==> src/common/srts_pkg.sv <==
package srts_pkg;

    // ********************************
    // register offsets
    // ********************************
    localparam logic [11:0] SRTS_OFS_CLKDIV = 12'h10b;
    localparam logic [11:0] SRTS_OFS_CTRL   = 12'h120;
    localparam logic [11:0] SRTS_OFS_IGNORE = 12'h121;
    localparam logic [11:0] SRTS_OFS_WIN    = 12'h122;
    localparam logic [11:0] SRTS_OFS_TSDLY  = 12'h123;
    localparam logic [11:0] SRTS_OFS_STATUS = 12'h128;
    localparam logic [11:0] SRTS_OFS_SYNC   = 12'h1ff;
    localparam logic [11:0] SRTS_OFS_FN01   = 12'h559;
    localparam logic [11:0] SRTS_OFS_FN2    = 12'h55a;
    localparam logic [11:0] SRTS_OFS_CS     = 12'h58f;

    // ********************************
    // field positions
    // ********************************
    localparam int SRTS_B_TSEL  = 4;
    localparam int SRTS_B_ESEL  = 3;
    localparam int SRTS_B_MODE  = 1;
    localparam int SRTS_B_WNEG  = 2;
    localparam int SRTS_B_FN1   = 4;
    localparam int SRTS_B_CS    = 6;
    localparam int SRTS_B_HOLD  = 4;

    // ********************************
    // encodings and reset values
    // ********************************
    localparam logic [1:0] SRTS_MODE_OFF  = 2'h0;
    localparam logic [1:0] SRTS_MODE_CONT = 2'h1;
    localparam logic [1:0] SRTS_MODE_NSHT = 2'h2;
    localparam logic [2:0] SRTS_FN_SYSREF = 3'h5;
    localparam logic       SRTS_SYNC_RST  = 1'h0;
    localparam logic [4:0] SRTS_IGN_MAX   = 5'h10;
    localparam logic [4:0] SRTS_LMFC_LEN  = 5'h1f;
    localparam logic [3:0] SRTS_STAT_SAT  = 4'hf;

    typedef enum logic [1:0] {
        SRTS_IDLE,
        SRTS_IGNORE,
        SRTS_WAIT,
        SRTS_CONT
    } srts_fsm_t;

    typedef struct packed {
        logic       tsel;
        logic       esel;
        logic [1:0] mode;
        logic [4:0] ign;
        logic [3:0] win;
        logic [7:0] tsdly;
        logic       sync_ts;
        logic [1:0] cs;
        logic [2:0] fn0;
        logic [2:0] fn1;
        logic [2:0] fn2;
        logic [2:0] cdiv;
        logic [7:0] status;
    } srts_regs_t;

    typedef struct packed {
        logic       wr_en;
        logic       rd_en;
        logic [11:0] addr;
        logic [7:0] wdata;
    } srts_req_t;

endpackage : srts_pkg

==> src/rtl/srts_capture.sv <==
`timescale 1ns/1ps
// Notes on behaviour
// - sync mode 1 keeps clocks running and marks the coinciding sample in control bits.
// - timestamps only when mode field is continuous (1) or N-shot (2).
// - timestamps need control-bit count 1, 2 or 3.
// - per control bit a 3-bit selector; value 5 carries the timestamp.
// - control bits are enabled from bit 2 downward.
// - programmable delay shifts which sample gets the mark; latency identical per channel.
// - no timestamping while decimation is in use.
// - writing mode field arms capture: 1 continuous, 2 single or N-shot.
// - single/N-shot mode field self clears after the qualifying transition.
// - normal mode capture resynchronizes divider, DDCs, monitor and link.
// - transition select: 0 low-to-high, 1 high-to-low.
// - edge select: 0 rising capture, 1 falling capture.
// - N-shot mode ignores a programmable count of events, up to 16.
// - continuous mode resyncs when SYSREF misses the LMFC-aligned edge.
// - inside the skew window dividers stay undisturbed; outside triggers realignment.
// - 2-bit negative window before phase 0, 2-bit positive after.
// - read-only status: hold in bits 7:4, setup in bits 3:0.
// - setup detector looks before the edge, hold detector after it.
// - status codes: low setup or low hold hint at margin errors.
// - sync mode bit resets to 0, normal synchronization.
module srts_capture (
    // clock and reset
    input  wire logic             clk,
    input  wire logic             arst_n,
    // register access
    input  wire srts_pkg::srts_req_t reg_req,
    output logic      [7:0]       reg_rdata,
    // reference pin and mode strap
    input  wire logic             sysref_pin,
    input  wire logic             decim_en,
    // to sample path and link
    output logic                  sample_en,
    output logic                  resync,
    output logic      [2:0]       ctrl_bits
);
    import srts_pkg::*;

    // ********************************
    // state
    // ********************************
    typedef struct packed {
        srts_regs_t r;
        logic       s1;
        logic       s2;
        logic       s3;
        logic       filt;
        logic       filt_d;
        logic       prev;
        logic [2:0] div_cnt;
        logic       sen;
        logic [4:0] lmfc;
        srts_fsm_t  fsm;
        logic [4:0] ign_cnt;
        logic       pend;
        logic [7:0] dly_cnt;
        logic       dly_act;
        logic [3:0] stab;
        logic [3:0] hcnt;
        logic       hrun;
        logic       resync;
        logic [2:0] ctrl;
        logic [7:0] rdata;
    } srts_st_t;

    srts_st_t st_q;
    srts_st_t st_d;

    function automatic logic [2:0] div_max(input logic [2:0] c);
        case (c)
            3'h1:    div_max = 3'h1;
            3'h2:    div_max = 3'h3;
            3'h3:    div_max = 3'h7;
            default: div_max = 3'h0;
        endcase
    endfunction : div_max

    function automatic logic [2:0] cs_mask(input logic [1:0] cs);
        case (cs)
            2'h1:    cs_mask = 3'h4;
            2'h2:    cs_mask = 3'h6;
            2'h3:    cs_mask = 3'h7;
            default: cs_mask = 3'h0;
        endcase
    endfunction : cs_mask

    function automatic logic [2:0] ts_bits(input srts_regs_t r);
        ts_bits = cs_mask(r.cs) & {r.fn2 == SRTS_FN_SYSREF,
                                   r.fn1 == SRTS_FN_SYSREF,
                                   r.fn0 == SRTS_FN_SYSREF};
    endfunction : ts_bits

    // ********************************
    // derived terms
    // ********************************
    logic       edge_lvl;
    logic       edge_prv;
    logic       trans;
    logic       ts_ok;
    logic       in_win;
    logic       act;
    logic [1:0] wneg;
    logic [1:0] wpos;

    // falling capture: one clock only, so it shifts the take by one cycle
    assign edge_lvl = st_q.r.esel ? st_q.filt_d : st_q.filt;
    assign edge_prv = st_q.prev;
    assign trans = (edge_lvl != edge_prv)
                 && (edge_lvl == ~st_q.r.tsel);
    assign ts_ok = st_q.r.sync_ts && !decim_en
                 && (st_q.r.mode == SRTS_MODE_CONT
                     || st_q.r.mode == SRTS_MODE_NSHT)
                 && (st_q.r.cs != 2'h0)
                 && (ts_bits(st_q.r) != 3'h0);
    assign wneg = st_q.r.win[SRTS_B_WNEG +: 2];
    assign wpos = st_q.r.win[1:0];
    // phase 0 is lmfc==0; negative skew lands at the end of the cycle
    assign in_win = (st_q.lmfc <= {3'h0, wpos})
                  || ((wneg != 2'h0)
                      && (st_q.lmfc >= SRTS_LMFC_LEN + 5'h1 - {3'h0, wneg}));
    assign act = st_q.sen && st_q.pend
               && (st_q.fsm == SRTS_WAIT || st_q.fsm == SRTS_CONT);

    // ********************************
    // next state
    // ********************************
    always_comb begin
        st_d = st_q;
        st_d.resync = 1'b0;
        st_d.ctrl = 3'h0;

        // pin sync: a change counts when stages two and three agree
        st_d.s1 = sysref_pin;
        st_d.s2 = st_q.s1;
        st_d.s3 = st_q.s2;
        if (st_q.s2 == st_q.s3) begin
            st_d.filt = st_q.s3;
        end
        st_d.filt_d = st_q.filt;
        st_d.prev = edge_lvl;

        // sample divider
        st_d.sen = 1'b0;
        if (st_q.div_cnt >= div_max(st_q.r.cdiv)) begin
            st_d.div_cnt = 3'h0;
            st_d.sen = 1'b1;
        end else begin
            st_d.div_cnt = st_q.div_cnt + 3'h1;
        end
        if (st_q.sen) begin
            st_d.lmfc = (st_q.lmfc == SRTS_LMFC_LEN) ? 5'h0 : st_q.lmfc + 5'h1;
        end

        // setup and hold monitor
        if (trans) begin
            st_d.r.status[3:0] = st_q.stab;
            st_d.hcnt = 4'h0;
            st_d.hrun = 1'b1;
            st_d.stab = 4'h0;
        end else begin
            if (edge_lvl == edge_prv && st_q.stab != SRTS_STAT_SAT) begin
                st_d.stab = st_q.stab + 4'h1;
            end
            if (st_q.hrun) begin
                if (edge_lvl == edge_prv && st_q.hcnt != SRTS_STAT_SAT) begin
                    st_d.hcnt = st_q.hcnt + 4'h1;
                end else begin
                    st_d.hrun = 1'b0;
                    st_d.r.status[SRTS_B_HOLD +: 4] = st_q.hcnt;
                end
            end
        end

        // events wait for the next sample slot
        if (trans && st_q.fsm != SRTS_IDLE) begin
            st_d.pend = 1'b1;
        end else if (st_q.sen) begin
            st_d.pend = 1'b0;
        end

        // capture state machine
        case (st_q.fsm)
            SRTS_IDLE: begin
            end
            SRTS_IGNORE: begin
                if (st_q.sen && st_q.pend) begin
                    st_d.ign_cnt = st_q.ign_cnt - 5'h1;
                    if (st_q.ign_cnt == 5'h1) begin
                        st_d.fsm = SRTS_WAIT;
                    end
                end
            end
            SRTS_WAIT: begin
                if (act) begin
                    st_d.r.mode = SRTS_MODE_OFF;
                    st_d.fsm = SRTS_IDLE;
                end
            end
            SRTS_CONT: begin
            end
            default: begin
                st_d.fsm = SRTS_IDLE;
            end
        endcase

        // act on the qualifying event
        if (act) begin
            if (ts_ok) begin
                st_d.dly_cnt = st_q.r.tsdly;
                st_d.dly_act = 1'b1;
            end else if (!st_q.r.sync_ts
                         && (st_q.fsm == SRTS_WAIT || !in_win)) begin
                st_d.resync = 1'b1;
                // captured sample is phase 0, so the next one is phase 1
                st_d.lmfc = 5'h1;
                st_d.div_cnt = 3'h0;
            end
        end

        // timestamp mark after programmed delay, clocks left alone
        if (st_q.dly_act && st_q.sen) begin
            if (st_q.dly_cnt == 8'h0) begin
                st_d.ctrl = ts_bits(st_q.r);
                st_d.dly_act = 1'b0;
            end else begin
                st_d.dly_cnt = st_q.dly_cnt - 8'h1;
            end
        end

        // register writes win over the self clear
        if (reg_req.wr_en) begin
            case (reg_req.addr)
                SRTS_OFS_CLKDIV: st_d.r.cdiv = reg_req.wdata[2:0];
                SRTS_OFS_CTRL: begin
                    st_d.r.tsel = reg_req.wdata[SRTS_B_TSEL];
                    st_d.r.esel = reg_req.wdata[SRTS_B_ESEL];
                    st_d.r.mode = reg_req.wdata[SRTS_B_MODE +: 2];
                    st_d.pend = 1'b0;
                    st_d.ign_cnt = st_q.r.ign;
                    case (reg_req.wdata[SRTS_B_MODE +: 2])
                        SRTS_MODE_CONT: st_d.fsm = SRTS_CONT;
                        SRTS_MODE_NSHT: st_d.fsm = (st_q.r.ign == 5'h0)
                                                   ? SRTS_WAIT : SRTS_IGNORE;
                        default:        st_d.fsm = SRTS_IDLE;
                    endcase
                end
                SRTS_OFS_IGNORE: begin
                    st_d.r.ign = (reg_req.wdata[4:0] > SRTS_IGN_MAX)
                               ? SRTS_IGN_MAX : reg_req.wdata[4:0];
                end
                SRTS_OFS_WIN:   st_d.r.win = reg_req.wdata[3:0];
                SRTS_OFS_TSDLY: st_d.r.tsdly = reg_req.wdata;
                SRTS_OFS_SYNC:  st_d.r.sync_ts = reg_req.wdata[0];
                SRTS_OFS_FN01: begin
                    st_d.r.fn0 = reg_req.wdata[2:0];
                    st_d.r.fn1 = reg_req.wdata[SRTS_B_FN1 +: 3];
                end
                SRTS_OFS_FN2: st_d.r.fn2 = reg_req.wdata[2:0];
                SRTS_OFS_CS:  st_d.r.cs = reg_req.wdata[SRTS_B_CS +: 2];
                default: begin
                end
            endcase
        end

        // read data, unmapped reads as zero
        st_d.rdata = 8'h0;
        if (reg_req.rd_en) begin
            case (reg_req.addr)
                SRTS_OFS_CLKDIV: st_d.rdata = {5'h0, st_q.r.cdiv};
                SRTS_OFS_CTRL: begin
                    st_d.rdata = {3'h0, st_q.r.tsel, st_q.r.esel,
                                  st_q.r.mode, 1'b0};
                end
                SRTS_OFS_IGNORE: st_d.rdata = {3'h0, st_q.r.ign};
                SRTS_OFS_WIN:    st_d.rdata = {4'h0, st_q.r.win};
                SRTS_OFS_TSDLY:  st_d.rdata = st_q.r.tsdly;
                SRTS_OFS_STATUS: st_d.rdata = st_q.r.status;
                SRTS_OFS_SYNC:   st_d.rdata = {7'h0, st_q.r.sync_ts};
                SRTS_OFS_FN01: begin
                    st_d.rdata = {1'b0, st_q.r.fn1, 1'b0, st_q.r.fn0};
                end
                SRTS_OFS_FN2:    st_d.rdata = {5'h0, st_q.r.fn2};
                SRTS_OFS_CS:     st_d.rdata = {st_q.r.cs, 6'h0};
                default:         st_d.rdata = 8'h0;
            endcase
        end
    end

    // ********************************
    // registers
    // ********************************
    always_ff @(posedge clk or negedge arst_n) begin
        if (!arst_n) begin
            st_q <= '0;
            st_q.r.sync_ts <= SRTS_SYNC_RST;
            st_q.fsm <= SRTS_IDLE;
        end else begin
            st_q <= st_d;
        end
    end

    assign sample_en = st_q.sen;
    assign resync = st_q.resync;
    assign ctrl_bits = st_q.ctrl;
    assign reg_rdata = st_q.rdata;
endmodule : srts_capture

==> config.mk <==
export PLATFORM = sky130hd
export DESIGN_NAME = srts_capture
export DESIGN_NICKNAME = d
export VERILOG_FILES = /design/src/common/srts_pkg.sv /design/src/rtl/srts_capture.sv
export SDC_FILE = /design/constraint.sdc
export NUM_CORES = 1
export LEC_CHECK = 0
export BUFFER_PORTS_ARGS = -buffer_cell sky130_fd_sc_hd__buf_2
export CORE_ASPECT_RATIO = 0.9
export CORE_MARGIN = 4
export CORE_UTILIZATION = 55
export DETAILED_ROUTE_END_ITERATION = 12
export HOLD_SLACK_MARGIN = 0.12
export PLACE_DENSITY = 0.75
export SKIP_CTS_REPAIR_TIMING = 1
export SYNTH_ARGS = -nofsm -noshare
export SYNTH_HDL_FRONTEND = slang
export SYNTH_SLANG_ARGS = --single-unit
==> constraint.sdc <==
create_clock -name clk -period 2.2 [get_ports clk]
set_clock_uncertainty 0.05 [all_clocks]
set_input_delay 0 -clock clk [delete_from_list [all_inputs] [get_ports clk]]
set_output_delay 0 -clock clk [all_outputs]
set_load 0.01 [all_outputs]
Yosys cells after proc, flatten, opt, wreduce, memory -nomap -nowiden. Cells that the tools add are included.

Bits in registers: 97. Bits of input ports: 26.

Add/sub/neg operators: 7. Magnitude comparators: 4. Equality and inequality tests: 34. Multiplexer cells: 56. Bitwise logic cells: 5. Reduce and logical (&&, ||, !) cells: 40.

Operators with widths (number): 12-bit by 9-bit == test with 1-bit output, second input constant (7); 8-bit case mux with 10 select lines (1); 5-bit 2-to-1 mux (9); 8-bit 2-to-1 mux (5); 12-bit by 11-bit == test with 1-bit output, second input constant (3); 9-bit 2-to-1 mux (4); 34-bit 2-to-1 mux (1); 3-bit 2-to-1 mux (10); 2-bit AND reduction (10); 3-bit case mux with 3 select lines (2); 2-bit 2-to-1 mux (7); 1-bit logical AND (13); 2-bit == test, second input constant (6); 4-bit 2-to-1 mux (3); 2-bit nonzero test (6); 1-bit 2-to-1 mux (10); 3-bit == test, second input constant (3); 4-bit by 1-bit adder with 4-bit output, second input constant (2); 2-bit by 1-bit == test with 1-bit output, second input constant (4); 8-bit logical NOT (1); 4-bit != test, second input constant (2); 2-bit case mux with 2 select lines (2); 8-bit by 1-bit subtractor with 8-bit output, second input constant (1); 7-bit 2-to-1 mux (1); other kinds (22) (33).

Longest topological paths before layout. Gate-level depths: netlist (run 1).

Depth in word-level cells: 10. Mapped depth: 8. Mapped depth without buffers: 8.

Worst setup path after synthesis (run 1). Ideal clock, no wire load.

Path type: register -> register. Start: register st_q[36] in the netlist's numbering. End: register st_q[24] in the netlist's numbering. Data arrival time: 1.949 ns. Required time: 2.027 ns. Setup slack: 0.078 ns. Stages on the path, launching flop included: 8. Period minus slack after synthesis: 2.122 ns. Path through: dfrtp_1 > inv_1 > ha_1 > o211ai_2 > or4_4 > a211oi_4 > nand2_2 > o221a_1.

RTL lines: start: declaration (line srts_capture.sv:67) `srts_st_t st_q;`; start signal: assignment (line srts_capture.sv:299) `st_q <= st_d;`.

==> summary.md, run 1 <==
| Metric | Value |
|---|---|
| Top_reg_cell synth | dfrtp_1 |
| Kind of critical path | reg2reg |
| Simple-gate portion of the synthesized area | 18.13% |
| YS warnings | 0 |
| CTS tree | done |
| Via count | 3963 |
| Slew headroom | 58.77% |
| Die Y | 100.3 um |
| Hold violation count in the final report | 0 |
| Iteration-0 DRC Markers | 282 |
| TritonRoute pass-1 iters | 5 |
| Switching part of the total | 30.64% |
| Syn Inst Count | 484 |
| Vias in the first global route | 3985 |
| Switching power | 1.258 mW |
| RePlAce Congestion | 0.9727 |
| # rows | 33 |
| Diode count | 0 |
| Area grow syn2layout | 13.73% |
| Total CTS buffers | 9 |
| Grt ovf | 0 |
| Seq cells post-synth | 97 |
| Wire per inst | 18.02 um |
| Number of clock sinks | 97 |
| CP Max Fanout | 5 |
| WP data arrival | 2.33 ns |
| Non-filler instance count after layout | 666 |
| DRC violations left | 0 |
| Largest net degree at the start of global routing | 70 |
| Final wirelength | 12000 um |
| Chip width | 110.6 um |
| Final net count | 589 |
| Synth Area in Adders | 5.714% |
| PortBufs | 38 |
| Clk slew on worst S/H paths | 0.09 ns |
| Clock network fraction of total power | 26.2% |
| Fin worst setup slack | 0.07788 ns |
| Comb pwr share | 20.6% |
| Main combinational cell family by area after synthesis | simple AND/OR/NAND/NOR gates |
| Crit path required time | 2.40 ns |
| Critical Path Sink Type | flip-flop |
| Syn Nets | 533 |
| GRT Resource Usage Total | 22.33% |
| Synthesized area | 0.005211 mm^2 |
| Clk Latency, worst-skew pair | 0.36 ns |
| Maximum capacitance violations | 0 |
| Seq/Total Area, Yosys | 46.58% |
| Dpl cells | 632 |
| Max Slew Vio Count | 0 |
| Post-layout min period | 2.122 ns |
| Num ports | 39 |
| Asr flop ratio synth | 100.0% |
| Sequential Power Share | 53.2% |
| Multiplexer share of the synthesized area | 10.88% |
| Compound-cell area share of the yosys netlist | 12.34% |
| First-pass GRT wire length | 19910 um |
| Share of post-route cells with drive strength above 1 | 22.06% |
| EDFF count, synth | 0 |
| CP Launch Type | flip-flop |
| Root Driver | clkbuf_8 |
| H-tree depth | 3 |
| Post-synthesis xor/xnor area fraction | 2.017% |
| Worst IR Drop VDD | 346.4 uV |
| # fillers | 743 |
| Dpl hpwl | 8887 um |
| Clock Tree Buf Depth | 2 |
| Syn avg cell area | 10.77 um^2 |
| Outcome | finished, final reports clean |
| FMAX | 471.2 MHz |
| Pint | 2.848 mW |
| Core area | 0.009166 mm^2 |
| Netlist cell types | 71 |
| RSZ-0062 raised after global routing | yes |
| Die area | 0.01110 mm^2 |
| Post-place setup slack | -0.005516 ns |
| Pwr dens | 692.7 mW/mm^2 |
| Tightest Pin Transition | 0.6029 ns |
| Setup Viol. Count Final | 0 |
| Setup TNS | 0 ns |
| Initial Utilization | 56.85% |
| Worst Hold Class | in2reg |
| Final worst-path cycle share | 96.46% |
| Initial antenna violation count | 0 |
| Pleak | 2.716 nW |
| Routed vias/inst | 5.950 |
| Remaining antenna violation count | 0 |
## final timing paths
kind	slack [ns]	startpoint	end	cells past startpoint
worst max-delay path	0.08	st_q[37]	st_q[29]	6
worst min-delay path	0.12	reg_req[16]	st_q[75]	4
worst max register to register	0.08	st_q[37]	st_q[29]	6
worst min register to register	0.31	st_d[51]	st_d[50]	0
max in group asynchronous	1.11	arst_n	st_q[93]	4
min in group asynchronous	0.61	arst_n	st_q[29]	4
## critical path, stage by stage, from the launching register on
cell and delay [ns]:
dfrtp_1 0.43, ha_2 0.25, o211ai_4 0.11, or4_4 0.46, a211oi_4 0.33, nand2_2 0.13
o221a_1 0.26
## synthesized netlist by cell type, types with 3 or more instances
master,count,share of area (%)
a21oi_1,19,1.8
a222oi_1,4,0.77
a22oi_1,6,0.86
a31oi_1,4,0.48
and3_1,8,0.96
buf_2,10,0.96
buf_4,11,1.6
dfrtp_1,97,47
ha_1,23,5.5
inv_1,22,1.6
mux2_1,9,1.9
mux2_2,22,4.8
mux2_4,6,1.7
mux2i_1,6,1.2
mux4_2,3,1.3
nand2_1,39,2.8
nand2b_1,8,0.96
nand3_1,17,1.6
nand3b_1,4,0.58
nor2_1,39,2.8
nor2b_1,7,0.84
nor3_1,16,1.5
nor3b_1,5,0.72
o211ai_1,3,0.43
o21ai_0,20,1.9
o221a_1,4,0.86
o31ai_1,4,0.58
or3_1,5,0.60
xnor2_1,10,1.7
## per-stage QoR
step / power [mW] / cell area, um^2 / util (%) / hold WS (ns)
2_1_floorplan: 2.675 / 5211 / - / -0.3456
3_3_place_gp: 2.913 / 5515 / 60.17 / -0.1135
3_5_place_dp: 2.978 / 5515 / 60.17 / -0.1061
4_1_cts: 4.052 / 5695 / 62.13 / -0.5024
5_1_grt: 4.347 / 5927 / 64.66 / 0.1337
6_report: 4.106 / 5927 / 64.66 / 0.1171
## power by group through the flow
stage	Combinational [mW]	Clock, mW	Sequential (mW)
final	0.847	1.08	2.18
after global routing	0.952	1.18	2.21
after CTS	0.773	1.10	2.18
after detailed placement	0.765	0	2.21
after global placement	0.713	0	2.20
after floorplan	0.535	0	2.14
## logic make-up (layout without fill, tap and decap cells)
kind of cell	after synthesis	after routing
multiplexers	46	46
adder cells (fa/ha/maj)	24	24
flip-flops	97	97
XOR/XNOR	12	12
AND/OR/NAND/NOR	170	170
AO/OA/AOI/OAI	89	89
buffers and inverters	46	106
## registers in the layout, summed over array words and instances, names as in the netlist
signal,flops
st_q,80
sample_en,1
edge_prv,1
resync,1
ctrl_bits,3
reg_rdata,8
st_d,3
## routing by layer
layer / track usage [%] / vias to the layer above / wire (um)
met3: 3.978 / 16 / 558
met4: 7.765 / 0 / 189
met2: 36.94 / 121 / 5973
met5: 0 / - / 0
li1: - / 1846 / -
met1: 30.00 / 1980 / 5280
## cells in the final DEF (no fill, tap or decap), types with 18 or more instances in the layout
cell and n:
a21oi_1 18, dfrtp_1 97, buf_2 37, nor2_1 39, nand2_1 39, mux2_2 22, inv_1 21, ha_1 22
o21ai_0 20
## cell type report
class | instances | area (um^2) | area share (%)
Timing Repair Buffer | 69 | 493.0 | 8.318
Clock buffer | 11 | 151.4 | 2.554
Multi-Input combinational cell | 341 | 2591 | 43.72
Inverter | 22 | 82.58 | 1.393
Tap cell | 122 | 152.6 | 2.575
Sequential cell | 97 | 2427 | 40.95
Clock inverter | 4 | 28.78 | 0.4855
Power figures use the tool's default switching activity.
==> inputs of run 2 (changes only) <==
--- a/config.mk
+++ b/config.mk
@@ -6,12 +6,14 @@
 export NUM_CORES = 1
 export LEC_CHECK = 0
 export BUFFER_PORTS_ARGS = -buffer_cell sky130_fd_sc_hd__buf_2
+export CELL_PAD_IN_SITES_DETAIL_PLACEMENT = 0
+export CELL_PAD_IN_SITES_GLOBAL_PLACEMENT = 1
 export CORE_ASPECT_RATIO = 0.9
 export CORE_MARGIN = 4
-export CORE_UTILIZATION = 55
+export CORE_UTILIZATION = 43
 export DETAILED_ROUTE_END_ITERATION = 12
 export HOLD_SLACK_MARGIN = 0.12
-export PLACE_DENSITY = 0.75
+export PLACE_DENSITY = 0.73
 export SKIP_CTS_REPAIR_TIMING = 1
 export SYNTH_ARGS = -nofsm -noshare
 export SYNTH_HDL_FRONTEND = slang
==> run 2 against run 1 <==
Maximum frequency fell by 0.38%. Largest power group unchanged. Register-to-register slack barely moved. Clock-buffer cell count fell by 1. Critical endpoint is now st_q[23]. Combinational power fell by 5.4%. Non-clock buffer count rose by 8.
==> summary.md, run 2 (same netlist as run 1, synthesis figures left out) <==
| Metric | Value |
|---|---|
| WP data arrival | 2.30 ns (-0.03 ns) |
| CP Launch Type | flip-flop |
| PortBufs | 38 (unchanged) |
| Max Slew Vio Count | 0 (unchanged) |
| Worst IR Drop VDD | 483.5 uV (+40%) |
| Routed vias/inst | 5.537 (-7.0%) |
| Dpl hpwl | 9171 um (+3.2%) |
| TritonRoute pass-1 iters | 5 (unchanged) |
| Post-layout util | 52.49% (-12 points) |
| Hold_ws | 0.1447 ns (+0.02764 ns) |
| Largest net degree at the start of global routing | 54 (-23%) |
| Iteration-0 DRC Markers | 321 (+14%) |
| Non-filler instance count after layout | 708 (+6.3%) |
| # rows | 37 (+12%) |
| Crit Reg-Reg Startpoint | st_q[36] |
| Initial Utilization | 44.85% (-12 points) |
| Final wirelength | 12280 um (+2.3%) |
| Outcome | finished, final reports clean |
| WHS Path Cells | 4 (unchanged) |
| Setup Viol. Count Final | 0 (unchanged) |
| Via count | 3920 (-1.1%) |
| Vias in the first global route | 3825 (-4.0%) |
| Register-to-Register Path Depth | 8 (+2) |
| Clock network fraction of total power | 34.0% (+7.8 points) |
| Final worst-path cycle share | 96.83% (+0.37 points) |
| # fillers | 1037 (+40%) |
| Critical Path Sink Type | flip-flop |
| FMAX | 469.4 MHz (-0.38%) |
| CP Cell Sequence | inv_2 -> ha_2 -> o211ai_2 -> or4_4 -> a211oi_4 -> buf_4 -> mux2i_1 -> mux2i_1 |
| Diode count | 0 (unchanged) |
| Die Y | 112.4 um (+12%) |
| Worst Hold Class | in2reg |
| Initial antenna violation count | 0 (unchanged) |
| Slew headroom | 54.56% (-4.2 points) |
| Pint | 3.250 mW (+14%) |
| Number of clock sinks | 97 (unchanged) |
| Chip width | 124.0 um (+12%) |
| First-pass GRT wire length | 19980 um (+0.35%) |
| Sequential Power Share | 48.3% (-4.9 points) |
| Total CTS buffers | 9 (unchanged) |
| Min-delay src | reg_req[16] |
| Dpl cells | 670 (+6.0%) |
| Tightest Pin Transition | 0.6644 ns (+0.06149 ns) |
| Slack of the worst reg-to-reg path | 0.07 ns (about the same) |
| Largest reg by FF count | st_q |
| Largest stage delay, worst path | 0.47 ns (about the same) |
| Commonest non-fill, non-tap cells in the layout | 97 x dfrtp_1, 39 x nand2_1, 37 x nor2_1, 37 x buf_2, 24 x buf_4 |
| Hold violation count in the final report | 0 (unchanged) |
| Share of post-route cells with drive strength above 1 | 23.37% (+1.3 points) |
| Worst path most repeated cell | mux2i_1 |
| CTS tree | done |
| Grt ovf | 0 (unchanged) |
| Remaining antenna violation count | 0 (unchanged) |
| Wire per inst | 17.34 um (-3.8%) |
| DRC violations left | 0 (unchanged) |
| GR Layer Usage met2 | 28.13% (-8.8 points) |
| M3 GR Usage | 4.433% (+0.45 points) |
| Root Driver | clkbuf_16 |
| RePlAce Congestion | 0.8709 (-10%) |
| Clk slew on worst S/H paths | 0.07 ns (-0.02 ns) |
| Kind of critical path | reg2reg |
| GRT Resource Usage Total | 18.53% (-3.8 points) |
| Num ports | 39 (unchanged) |
| CP max stage cell | or4_4 |
| Setup TNS | 0 ns (unchanged) |
| Area grow syn2layout | 17.05% |
| H-tree depth | 3 (unchanged) |
| Final net count | 597 (+1.4%) |
| Crit path required time | 2.37 ns (-0.03 ns) |
| Maximum capacitance violations | 0 (unchanged) |
| Met1 Track Usage GR | 26.11% (-3.9 points) |
| Core area | 0.01162 mm^2 (+27%) |
| Commonest non-fill, non-tap cell in the layout | dfrtp_1 |
| Clk Latency, worst-skew pair | 0.34 ns (-0.02 ns) |
| GR peak layer | met2 |
| Worst flop-to-flop path endpoint | st_q[23] |
| Switching part of the total | 28.24% (-2.4 points) |
| Clock Tree Buf Depth | 2 (unchanged) |
| Hold EP | st_q[75] |
| CP Max Fanout | 3 (-2) |
| Pleak | 2.799 nW (+3.0%) |
| Pwr dens | 742.5 mW/mm^2 (+7.2%) |
| Max reg flops | 80 (unchanged) |
| Comb pwr share | 17.7% (-2.9 points) |
| Die area | 0.01395 mm^2 (+26%) |
| Switching power | 1.279 mW (+1.7%) |
| Post-layout min period | 2.130 ns (+0.008181 ns) |
[run 2: changes by cell type in the layout (fill, tap and decap cells not counted), sizes merged]
cell         before  now
buf              52   61
bufinv            0    1
clkbuf           11   10
clkinvlp          2    1
dlygate4sd3      17   16
inv              22   23
[run 2: layout make-up]
class / instances / area [um^2] / share of cell area [%]
multi-input cells: 341 / 2584 / 42.36
clock buffers: 10 / 229.0 / 3.754
inverters: 22 / 82.58 / 1.354
repair buffers: 77 / 525.5 / 8.615
flip-flops and latches: 97 / 2427 / 39.79
well taps: 156 / 195.2 / 3.200
clock inverters: 5 / 56.30 / 0.9231
[run 2: metal layers]
metal,vias to the layer above,part of all wire [%]
met1,1932,47
met5,-,0
li1,1874,-
met4,0,1.9
met3,20,4.8
met2,94,47
[run 2: power groups by stage]
| stage | logic [mW] | registers, mW | clock network [mW] |
|---|---|---|---|
| 2_1_floorplan | 0.535 | 2.14 | 0 |
| 3_5_place_dp | 0.742 | 2.21 | 0 |
| 3_3_place_gp | 0.715 | 2.21 | 0 |
| 5_1_grt | 0.926 | 2.21 | 1.66 |
| 4_1_cts | 0.745 | 2.18 | 1.60 |
| 6_report | 0.801 | 2.19 | 1.54 |
[run 2: critical path: cells and delay by family (launching register included)]
kind	cells	cell delay, ns
compound gates	2	0.40
fa+ha+maj	1	0.18
buf+inv	2	0.24
flops	1	0.41
mux	2	0.26
simple gates	1	0.47
[run 2: how the worst max path moves through the flow]
stage                        start       end  slack [ns]
after floorplan           st_q[36]  st_q[24]        0.08
after global placement    st_q[86]  st_q[46]        0.03
after detailed placement  st_q[36]  st_q[24]     -0.0009
after CTS                 st_q[36]  st_q[29]       -0.03
after global routing      st_q[36]  st_q[23]       -0.02
final                     st_q[36]  st_q[23]        0.07
[run 2: stage by stage]
| step | setup slack, ns | instance area, um^2 | total power [mW] |
|---|---|---|---|
| 3_3_place_gp | 0.03364 | 5575 | 2.924 |
| 3_5_place_dp | -0.0009257 | 5575 | 2.955 |
| 4_1_cts | -0.02635 | 5861 | 4.523 |
| 5_1_grt | -0.01555 | 6100 | 4.795 |
| 6_report | 0.06969 | 6100 | 4.529 |
| 2_1_floorplan | 0.07826 | 5211 | 2.675 |
